===== src/rtl/ealac_pkg.sv =====
// shared constants for the nonvolatile store access-permission block
// assumes a 9-bit byte address into the 512-byte store

package ealac_pkg;

	// ----------------------------------------
	// address map
	// ----------------------------------------
	localparam int ADDR_W = 9;
	localparam logic [8:0] TKEY_LO = 9'h010;
	localparam logic [8:0] TKEY_HI = 9'h01f;
	localparam logic [8:0] BLK2_LO = 9'h020;
	localparam logic [8:0] SERIAL_HI = 9'h02e;
	localparam logic [8:0] LOCK_ADDR = 9'h02f;
	localparam logic [8:0] HDR_END = 9'h030;
	localparam logic [8:0] PW_HI = 9'h06f;
	localparam logic [8:0] CTR_LO = 9'h070;
	localparam logic [8:0] CTR_HI = 9'h0af;
	localparam logic [8:0] SEED_LO = 9'h0d0;
	localparam logic [8:0] SEED_HI = 9'h0df;
	localparam logic [8:0] RO_LO = 9'h110;
	localparam logic [8:0] RO_BASE = 9'h100;

	// ----------------------------------------
	// lock byte and password configuration
	// ----------------------------------------
	localparam logic [7:0] LOCK_FULL = 8'hff;
	localparam logic [1:0] LOCK_LOCKED = 2'h3;
	localparam logic [1:0] LOCK_CONF = 2'h2;
	localparam logic [1:0] LOCK_OPEN = 2'h0;
	localparam int CFG_CLEAR_BIT = 0;
	localparam int CFG_CONNECT_BIT = 1;
	localparam int CFG_SECRET_LSB = 4;
	localparam int CFG_SECRET_MSB = 7;

	// ----------------------------------------
	// counters
	// ----------------------------------------
	localparam int CTR_W = 23;
	localparam logic [22:0] CTR_MAX = 23'd6400000;

	// ----------------------------------------
	// commands and answers
	// ----------------------------------------
	localparam logic [3:0] CMD_PLAIN_READ = 4'h0;
	localparam logic [3:0] CMD_PLAIN_WRITE = 4'h1;
	localparam logic [3:0] CMD_CIPHER_WRITE = 4'h2;
	localparam logic [3:0] CMD_HASHED_READ = 4'h3;
	localparam logic [3:0] CMD_SERIAL_FETCH = 4'h4;
	localparam logic [3:0] CMD_PW_FETCH = 4'h5;
	localparam logic [3:0] CMD_CTR_FETCH = 4'h6;
	localparam logic [3:0] CMD_CTR_BUMP = 4'h7;
	localparam logic [3:0] CMD_LOCK = 4'h8;

	localparam logic [2:0] ERR_OK = 3'h0;
	localparam logic [2:0] ERR_BAD_CMD = 3'h2;
	localparam logic [2:0] ERR_AUTH = 3'h4;

	typedef enum logic [2:0] {
		ST_IDLE = 3'b001,
		ST_EVAL = 3'b010,
		ST_RESP = 3'b100
	} ealac_state_t;

endpackage


===== src/rtl/ealac_top.sv =====
// access-permission checker for the 512-byte nonvolatile store
// assumes command decode, crypto engines and the store sit outside;
// all inputs come from logic on clock_i
//
// What this block does
// fully locked: plain access only, no cipher/hash
// state 10: hash read, writes; no plain read
// state 00: plain access only, no cipher/hash
// transport key never writable
// state 10 ciphered write decrypts with transport key
// locking clears factory tag, byte becomes 0xff
// factory serial never writable
// serial by fetch; second block hashable
// plain read never touches first 48 bytes
// config bit 0 returns password clear
// connect bit demands matching session secret
// locked: password slots fully closed
// four counters, locked means increment only
// block refuses bumps at 6.4 million
// counter commands need no authentication
// unlocked counters open to memory commands
// seed accessible only while unlocked
// locked read-only region: reads once startup done, no writes
// read-only region 0x110 to bound minus one
// host keeps boundary within legal range
// lock command makes lock byte 0xff forever
// no move between the two unlocked states
// forbidden command: no change, error reported

module ealac_top #(
	parameter int CTR_NUM = 4
) (
	input wire logic clock_i,
	input wire logic reset_n_i,
	input wire logic lock_load_valid_i,
	input wire logic [7:0] lock_load_i,
	input wire logic req_valid_i,
	output logic req_ready_o,
	input wire logic [3:0] req_cmd_i,
	input wire logic [8:0] req_addr_i,
	input wire logic [7:0] cfg_byte_i,
	input wire logic [22:0] ctr_value_i,
	input wire logic auth_valid_i,
	input wire logic [3:0] auth_secret_i,
	input wire logic startup_done_i,
	input wire logic [7:0] rw_bound_i,
	output logic resp_valid_o,
	output logic resp_grant_o,
	output logic [2:0] resp_err_o,
	output logic resp_decrypt_o,
	output logic resp_clear_o,
	output logic [7:0] lock_byte_o,
	output logic nv_lock_we_o
);

	// ----------------------------------------
	// state
	// ----------------------------------------
	ealac_pkg::ealac_state_t state_r, state_nxt;
	logic [7:0] lock_r;
	logic loaded_r;
	logic [3:0] cmd_r;
	logic [8:0] addr_r;
	logic [7:0] cfg_r;
	logic [22:0] ctr_r;
	logic auth_r;
	logic [3:0] secret_r;
	logic startup_r;
	logic resp_grant_r, resp_decrypt_r, resp_clear_r, nv_we_r;
	logic [2:0] resp_err_r;
	logic dec_grant, dec_decrypt, dec_clear;
	logic [2:0] dec_err;
	logic in_tkey, in_serial, in_lock, in_header, in_first;
	logic in_pw, in_ctr, in_seed, in_ro;
	logic locked, conf, open_st, take;

	assign locked = (lock_r[1:0] == ealac_pkg::LOCK_LOCKED);
	assign conf = (lock_r[1:0] == ealac_pkg::LOCK_CONF);
	assign open_st = (lock_r[1:0] == ealac_pkg::LOCK_OPEN);
	// nothing is served until the lock byte has been fetched
	assign req_ready_o = (state_r == ealac_pkg::ST_IDLE) && loaded_r;
	assign take = req_valid_i && req_ready_o;

	ealac_region u_region (
		.addr_i(addr_r),
		.rw_bound_i(rw_bound_i),
		.tkey_o(in_tkey),
		.serial_o(in_serial),
		.lock_o(in_lock),
		.header_o(in_header),
		.first_blk_o(in_first),
		.pw_o(in_pw),
		.ctr_o(in_ctr),
		.seed_o(in_seed),
		.ro_o(in_ro)
	);

	// ----------------------------------------
	// sequencing
	// ----------------------------------------
	always_comb begin
		state_nxt = state_r;
		case (state_r)
			ealac_pkg::ST_IDLE: if (take) state_nxt = ealac_pkg::ST_EVAL;
			ealac_pkg::ST_EVAL: state_nxt = ealac_pkg::ST_RESP;
			ealac_pkg::ST_RESP: state_nxt = ealac_pkg::ST_IDLE;
			default: state_nxt = ealac_pkg::ST_IDLE;
		endcase
	end

	always_ff @(posedge clock_i) begin
		if (!reset_n_i) state_r <= ealac_pkg::ST_IDLE;
		else state_r <= state_nxt;
	end

	always_ff @(posedge clock_i) begin
		if (!reset_n_i) begin
			cmd_r <= ealac_pkg::CMD_PLAIN_READ;
			addr_r <= '0;
			cfg_r <= '0;
			ctr_r <= '0;
			auth_r <= 1'b0;
			secret_r <= '0;
			startup_r <= 1'b0;
		end else if (take) begin
			cmd_r <= req_cmd_i;
			addr_r <= req_addr_i;
			cfg_r <= cfg_byte_i;
			ctr_r <= ctr_value_i;
			auth_r <= auth_valid_i;
			secret_r <= auth_secret_i;
			startup_r <= startup_done_i;
		end
	end

	// ----------------------------------------
	// lock byte
	// ----------------------------------------
	// one load per reset, then only the lock command may change it
	always_ff @(posedge clock_i) begin
		if (!reset_n_i) begin
			lock_r <= ealac_pkg::LOCK_FULL;
			loaded_r <= 1'b0;
		end else if (!loaded_r && lock_load_valid_i) begin
			lock_r <= lock_load_i;
			loaded_r <= 1'b1;
		end else if (state_r == ealac_pkg::ST_EVAL && cmd_r == ealac_pkg::CMD_LOCK && dec_grant) begin
			lock_r <= ealac_pkg::LOCK_FULL;
		end
	end

	// ----------------------------------------
	// permission decision
	// ----------------------------------------
	always_comb begin
		dec_grant = 1'b0;
		dec_err = ealac_pkg::ERR_BAD_CMD;
		dec_decrypt = 1'b0;
		dec_clear = 1'b0;
		case (cmd_r)
			ealac_pkg::CMD_PLAIN_READ: begin
				if (!(locked || open_st)) dec_grant = 1'b0;
				else if (in_header) dec_grant = 1'b0;
				else if (locked && (in_pw || in_ctr || in_seed)) dec_grant = 1'b0;
				else if (locked && in_ro && !startup_r) dec_err = ealac_pkg::ERR_AUTH;
				else dec_grant = 1'b1;
			end
			ealac_pkg::CMD_PLAIN_WRITE, ealac_pkg::CMD_CIPHER_WRITE: begin
				if (cmd_r == ealac_pkg::CMD_CIPHER_WRITE && !conf) dec_grant = 1'b0;
				else if (!(locked || conf || open_st)) dec_grant = 1'b0;
				else if (in_tkey) dec_grant = 1'b0;
				else if (in_serial || in_lock) dec_grant = 1'b0;
				else if (locked && (in_pw || in_ctr || in_seed || in_ro)) dec_grant = 1'b0;
				else begin
					dec_grant = 1'b1;
					dec_decrypt = (cmd_r == ealac_pkg::CMD_CIPHER_WRITE);
				end
			end
			ealac_pkg::CMD_HASHED_READ: begin
				// any address outside the first block of the header may feed the digest
				if (conf && !in_first) dec_grant = 1'b1;
			end
			ealac_pkg::CMD_SERIAL_FETCH: dec_grant = 1'b1;
			ealac_pkg::CMD_PW_FETCH: begin
				if (cfg_r[ealac_pkg::CFG_CONNECT_BIT] &&
						!(auth_r && secret_r == cfg_r[ealac_pkg::CFG_SECRET_MSB:ealac_pkg::CFG_SECRET_LSB])) begin
					dec_err = ealac_pkg::ERR_AUTH;
				end else begin
					dec_grant = 1'b1;
					dec_clear = cfg_r[ealac_pkg::CFG_CLEAR_BIT];
				end
			end
			ealac_pkg::CMD_CTR_FETCH: begin
				if (addr_r < 9'(CTR_NUM)) dec_grant = 1'b1;
			end
			ealac_pkg::CMD_CTR_BUMP: begin
				// saturate rather than wrap past the counter ceiling
				if (addr_r < 9'(CTR_NUM) && ctr_r < ealac_pkg::CTR_MAX) dec_grant = 1'b1;
			end
			ealac_pkg::CMD_LOCK: begin
				if (!locked) dec_grant = 1'b1;
			end
			default: dec_grant = 1'b0;
		endcase
		if (dec_grant) dec_err = ealac_pkg::ERR_OK;
	end

	// ----------------------------------------
	// answer
	// ----------------------------------------
	always_ff @(posedge clock_i) begin
		if (!reset_n_i) begin
			resp_grant_r <= 1'b0;
			resp_err_r <= ealac_pkg::ERR_OK;
			resp_decrypt_r <= 1'b0;
			resp_clear_r <= 1'b0;
		end else if (state_r == ealac_pkg::ST_EVAL) begin
			resp_grant_r <= dec_grant;
			resp_err_r <= dec_err;
			resp_decrypt_r <= dec_decrypt;
			resp_clear_r <= dec_clear;
		end
	end

	always_ff @(posedge clock_i) begin
		if (!reset_n_i) nv_we_r <= 1'b0;
		else nv_we_r <= (state_r == ealac_pkg::ST_EVAL) && (cmd_r == ealac_pkg::CMD_LOCK) && dec_grant;
	end

	assign resp_valid_o = (state_r == ealac_pkg::ST_RESP);
	assign resp_grant_o = resp_grant_r;
	assign resp_err_o = resp_err_r;
	assign resp_decrypt_o = resp_decrypt_r;
	assign resp_clear_o = resp_clear_r;
	assign lock_byte_o = lock_r;
	assign nv_lock_we_o = nv_we_r;

	// ----------------------------------------
	// checks
	// ----------------------------------------
	logic eval;
	assign eval = (state_r == ealac_pkg::ST_EVAL);
endmodule // ealac_top


===== src/rtl/ealac_region.sv =====
// address region decoder for the nonvolatile store
// assumes the boundary value is kept legal by the host

module ealac_region (
	input wire logic [8:0] addr_i,
	input wire logic [7:0] rw_bound_i,
	output logic tkey_o,
	output logic serial_o,
	output logic lock_o,
	output logic header_o,
	output logic first_blk_o,
	output logic pw_o,
	output logic ctr_o,
	output logic seed_o,
	output logic ro_o
);

	logic [8:0] ro_end;

	// ----------------------------------------
	// region compares
	// ----------------------------------------
	// boundary of 0x10 or less would make the region empty; host keeps it legal
	assign ro_end = ealac_pkg::RO_BASE | {1'b0, rw_bound_i};

	always_comb begin
		tkey_o = (addr_i >= ealac_pkg::TKEY_LO) && (addr_i <= ealac_pkg::TKEY_HI);
		serial_o = (addr_i >= ealac_pkg::BLK2_LO) && (addr_i <= ealac_pkg::SERIAL_HI);
		lock_o = (addr_i == ealac_pkg::LOCK_ADDR);
		header_o = (addr_i < ealac_pkg::HDR_END);
		first_blk_o = (addr_i < ealac_pkg::BLK2_LO);
		pw_o = (addr_i >= ealac_pkg::HDR_END) && (addr_i <= ealac_pkg::PW_HI);
		ctr_o = (addr_i >= ealac_pkg::CTR_LO) && (addr_i <= ealac_pkg::CTR_HI);
		seed_o = (addr_i >= ealac_pkg::SEED_LO) && (addr_i <= ealac_pkg::SEED_HI);
		ro_o = (addr_i >= ealac_pkg::RO_LO) && (addr_i < ro_end);
	end

endmodule // ealac_region


===== config.mk =====
export PLATFORM = sky130hd
export DESIGN_NAME = ealac_top
export DESIGN_NICKNAME = d
export VERILOG_FILES = /design/src/rtl/ealac_pkg.sv /design/src/rtl/ealac_top.sv /design/src/rtl/ealac_region.sv
export SDC_FILE = /design/constraint.sdc
export NUM_CORES = 1
export LEC_CHECK = 0
export CAP_MARGIN = 15
export CORE_MARGIN = 1
export CORE_UTILIZATION = 67
export CTS_CLUSTER_DIAMETER = 30
export DETAILED_ROUTE_END_ITERATION = 10
export DONT_BUFFER_PORTS = 1
export PLACE_DENSITY = 0.93
export RECOVER_POWER = 50
export SYNTH_ARGS = -nofsm -noshare
export SYNTH_HDL_FRONTEND = slang
export SYNTH_SLANG_ARGS = --single-unit

===== constraint.sdc =====
create_clock -name clock_i -period 3.61 [get_ports clock_i]
set_input_delay 0.1805 -clock clock_i [delete_from_list [all_inputs] [get_ports clock_i]]
set_output_delay 0.1805 -clock clock_i [all_outputs]
set_load 0.1 [all_outputs]

==> impl_metrics.toml <==
[drt]
dr.pass1.iters = 4
ant_nets = 0
finalWirelength_mm = 5.12
vias = 2014
wire_per_inst_um = 14.5
routed_via_density = 5.69
drc = 0
drt-initial-drc-count = 106

[cells_and_area]
seq_area_um2 = 1100
final_cells = 354
multi_input_area_um2 = 1370
n_fill_cell = 290
area_growth_pct = 6.72
diodes = 0
drive_gt1_share_pct = 5.88
finalNetCount = 385

[setup_path]
path_cells = "nor4bb_1 > clkbuf_1 > nand2_1 > clkbuf_2 > nand2_1 > a21boi_0"
cp-end-kind = "flop"
path_common_cell = "nand2_1"
path_max_fanout = 33
crit_slowest_cell = "clkbuf_1"
path_class = "reg2reg"
startpoint_type = "flop"
cp.arrival_ps = 3060
path_delay_family = "buffers and inverters"
path_buf_inv = 2
required_ps = 3800
max_stage_delay_ps = 940

[pwr]
cellLeakagePower_nw = 1.08
power_density_nw_per_um2 = 431
peakVddDrop_v = 0.000352
finalPower_w = 0.00119

[yosys]
synthDistinctLibCells = 45
synth_cells = 306
synth_top_area_share_pct = 42.6
synth-main-ff-cell = "dfxtp_1"
synthMostInstantiatedCell = "nand2_1"
syn_area_um2 = 2590
yosysSeqAreaShare_pct = 42.6
syn_avg_cell_area_um2 = 8.45
async_flop_share_pct = 0
synth_nets = 386
yosys-top-cells-area = "dfxtp_1 (43%), nand2_1 (14%), a21boi_0 (11%), ha_1 (4.8%), mux2i_1 (3.1%)"
ys_top_cells_by_count = "nand2_1 (95), dfxtp_1 (55), a21boi_0 (38)"
synth-seq-cells = 55
synth_edf_count = 0
yosysTopAreaCell = "dfxtp_1"
yosysWarnings = 0

[die]
num_rows = 22
initial_core_util_pct = 70.1
top_level_ports = 87
chipWidth_um = 64.1
dieHeight_um = 64.1
die_area_um2 = 4110
coreArea_um2 = 3690

[timing]
finalHoldViolations = 0
tightest_slew_ps = 1230
fmax_mhz = 348
finClkSkew_ps = 7.68
finalCritPeriodShare_pct = 79.6
fin_tns_setup_ps = 0
slew_headroom_pct = 17.7
min_period_ps = 2870
rsz0062_at_grt = "false"
slew_viol_final = 0
setup_violations = 0

[clocking]
root_buffer = "clkbuf_8"
post_cts_buffers = 0
clk_pin_slew_ps = 90
cts_tree = "yes"
ctsLongestPathBuffers = 2
cts.sinks = 55
htree_levels = 2
cts_buffers = 5
clock_latency_ps = 300

[placement]
gp_congestion = 0.847
numPortBuffers = 0
dp_cells = 341
hpwl_mm = 3.50

[outcome]
outcome = "finished clean"

[global_routing]
grt_overflow = 0
grt_max_degree = 48
antenna_found_initial = 0
grt_pass1_vias = 1914
grt_first_pass_wirelength_mm = 8.22
grtUsageTotal_pct = 25.7

[flow_run]
max_cap_violations = 0

[hold_path]
hold_class = "in2reg"
## final timing paths
path	start	endpoint	slack, ps	cells after the start
worst max-delay path	state_r[0]	addr_r[3]	740	6
worst min-delay path	lock_load_i[1]	lock_byte_o[1]	4	2
worst max register to register	state_r[0]	addr_r[3]	740	6
worst min register to register	ctr_r[16]	ctr_r[16]	470	2
## cell usage in the layout, fill, tap and decap left out, types with 2 or more instances in the layout
cell type,count
clkbuf_2,2
a21boi_0,38
nor3b_1,2
and3_1,2
nor3_1,2
xor2_1,4
nor2_1,7
clkbuf_8,7
nor4_1,4
mux2i_1,8
nand3_1,6
nand2_1,95
ha_1,10
o211ai_2,2
clkbuf_1,3
a21oi_1,8
o21ai_0,3
dlygate4sd3_1,4
o21a_1,2
and2_1,2
dfxtp_1,55
inv_1,10
nor2b_1,3
o32a_1,2
nand4_1,3
## stage by stage
stage | hold slack (ps) | worst slack [ps] | instance area (um2) | utilization, %
5_1_grt | 4.34 | 540 | 2760 | 74.8
4_1_cts | 1.59 | 1100 | 2790 | 75.6
6_report | 3.80 | 735 | 2760 | 74.8
2_1_floorplan | 291 | 234 | 2590 | -
3_3_place_gp | 292 | 1230 | 2650 | 71.7
3_5_place_dp | 299 | 1120 | 2650 | 71.7
## state kept, by name (all words and copies together) (netlist names)
register,cells
ctr_r,12
addr_r,9
lock_byte_o,8
cfg_r,6
cmd_r,4
secret_r,4
state_r,3
resp_err_o,2
auth_r,1
loaded_r,1
nv_lock_we_o,1
resp_clear_o,1
resp_decrypt_o,1
resp_grant_o,1
startup_r,1
## metal layers
metal  up-vias  part of all wire, %  routed length (um)  track usage (%)
met4         0                  1.4                  72             8.89
met2        56                   48                2440             41.6
met3         8                  5.4                 276             6.07
met1       919                   46                2330             33.6
li1       1031                    -                   -                -
met5         -                    0                   0                0
## what timing repair did
item | 4_1_cts | 5_1_grt
hold buffers | 4 | 0
resized for setup | 0 | 0
endpoints found under the hold margin | 3 | 0
setup endpoints to repair | 0 | 0
## layout make-up
cell class,count,share of cell area [%]
inverter,10,1.36
timing repair buffer,10,3.13
tap,48,2.18
multi-input combinational,223,49.7
sequential,55,39.9
clock buffer,7,3.49
clock inverter,1,0.272
## power breakdown
part / total (W) / switching, W / internal, W / leakage [nW]
combinational: 0.000145 / 0.0000894 / 0.0000553 / 0.577
clock: 0.000360 / 0.000186 / 0.000175 / 0.0505
sequential: 0.000684 / 0.0000532 / 0.000631 / 0.448
total: 0.00119 / 0.000328 / 0.000861 / 1.08
## kinds of logic after synthesis
group / share of synthesized area [%]
flip-flops: 42.6
other: 0.145
XOR/XNOR: 1.69
AO/OA/AOI/OAI: 20.3
adder cells (fa/ha/maj): 4.84
buffers and inverters: 4.40
multiplexers: 3.68
AND/OR/NAND/NOR: 22.4
## worst register-to-register path: stages, from the launching register on
cell and delay [ps]:
dfxtp_1 370, nor4bb_1 290, clkbuf_1 940, nand2_1 370, clkbuf_2 490, nand2_1 200
a21boi_0 100
(Power assumes the default switching activity.)
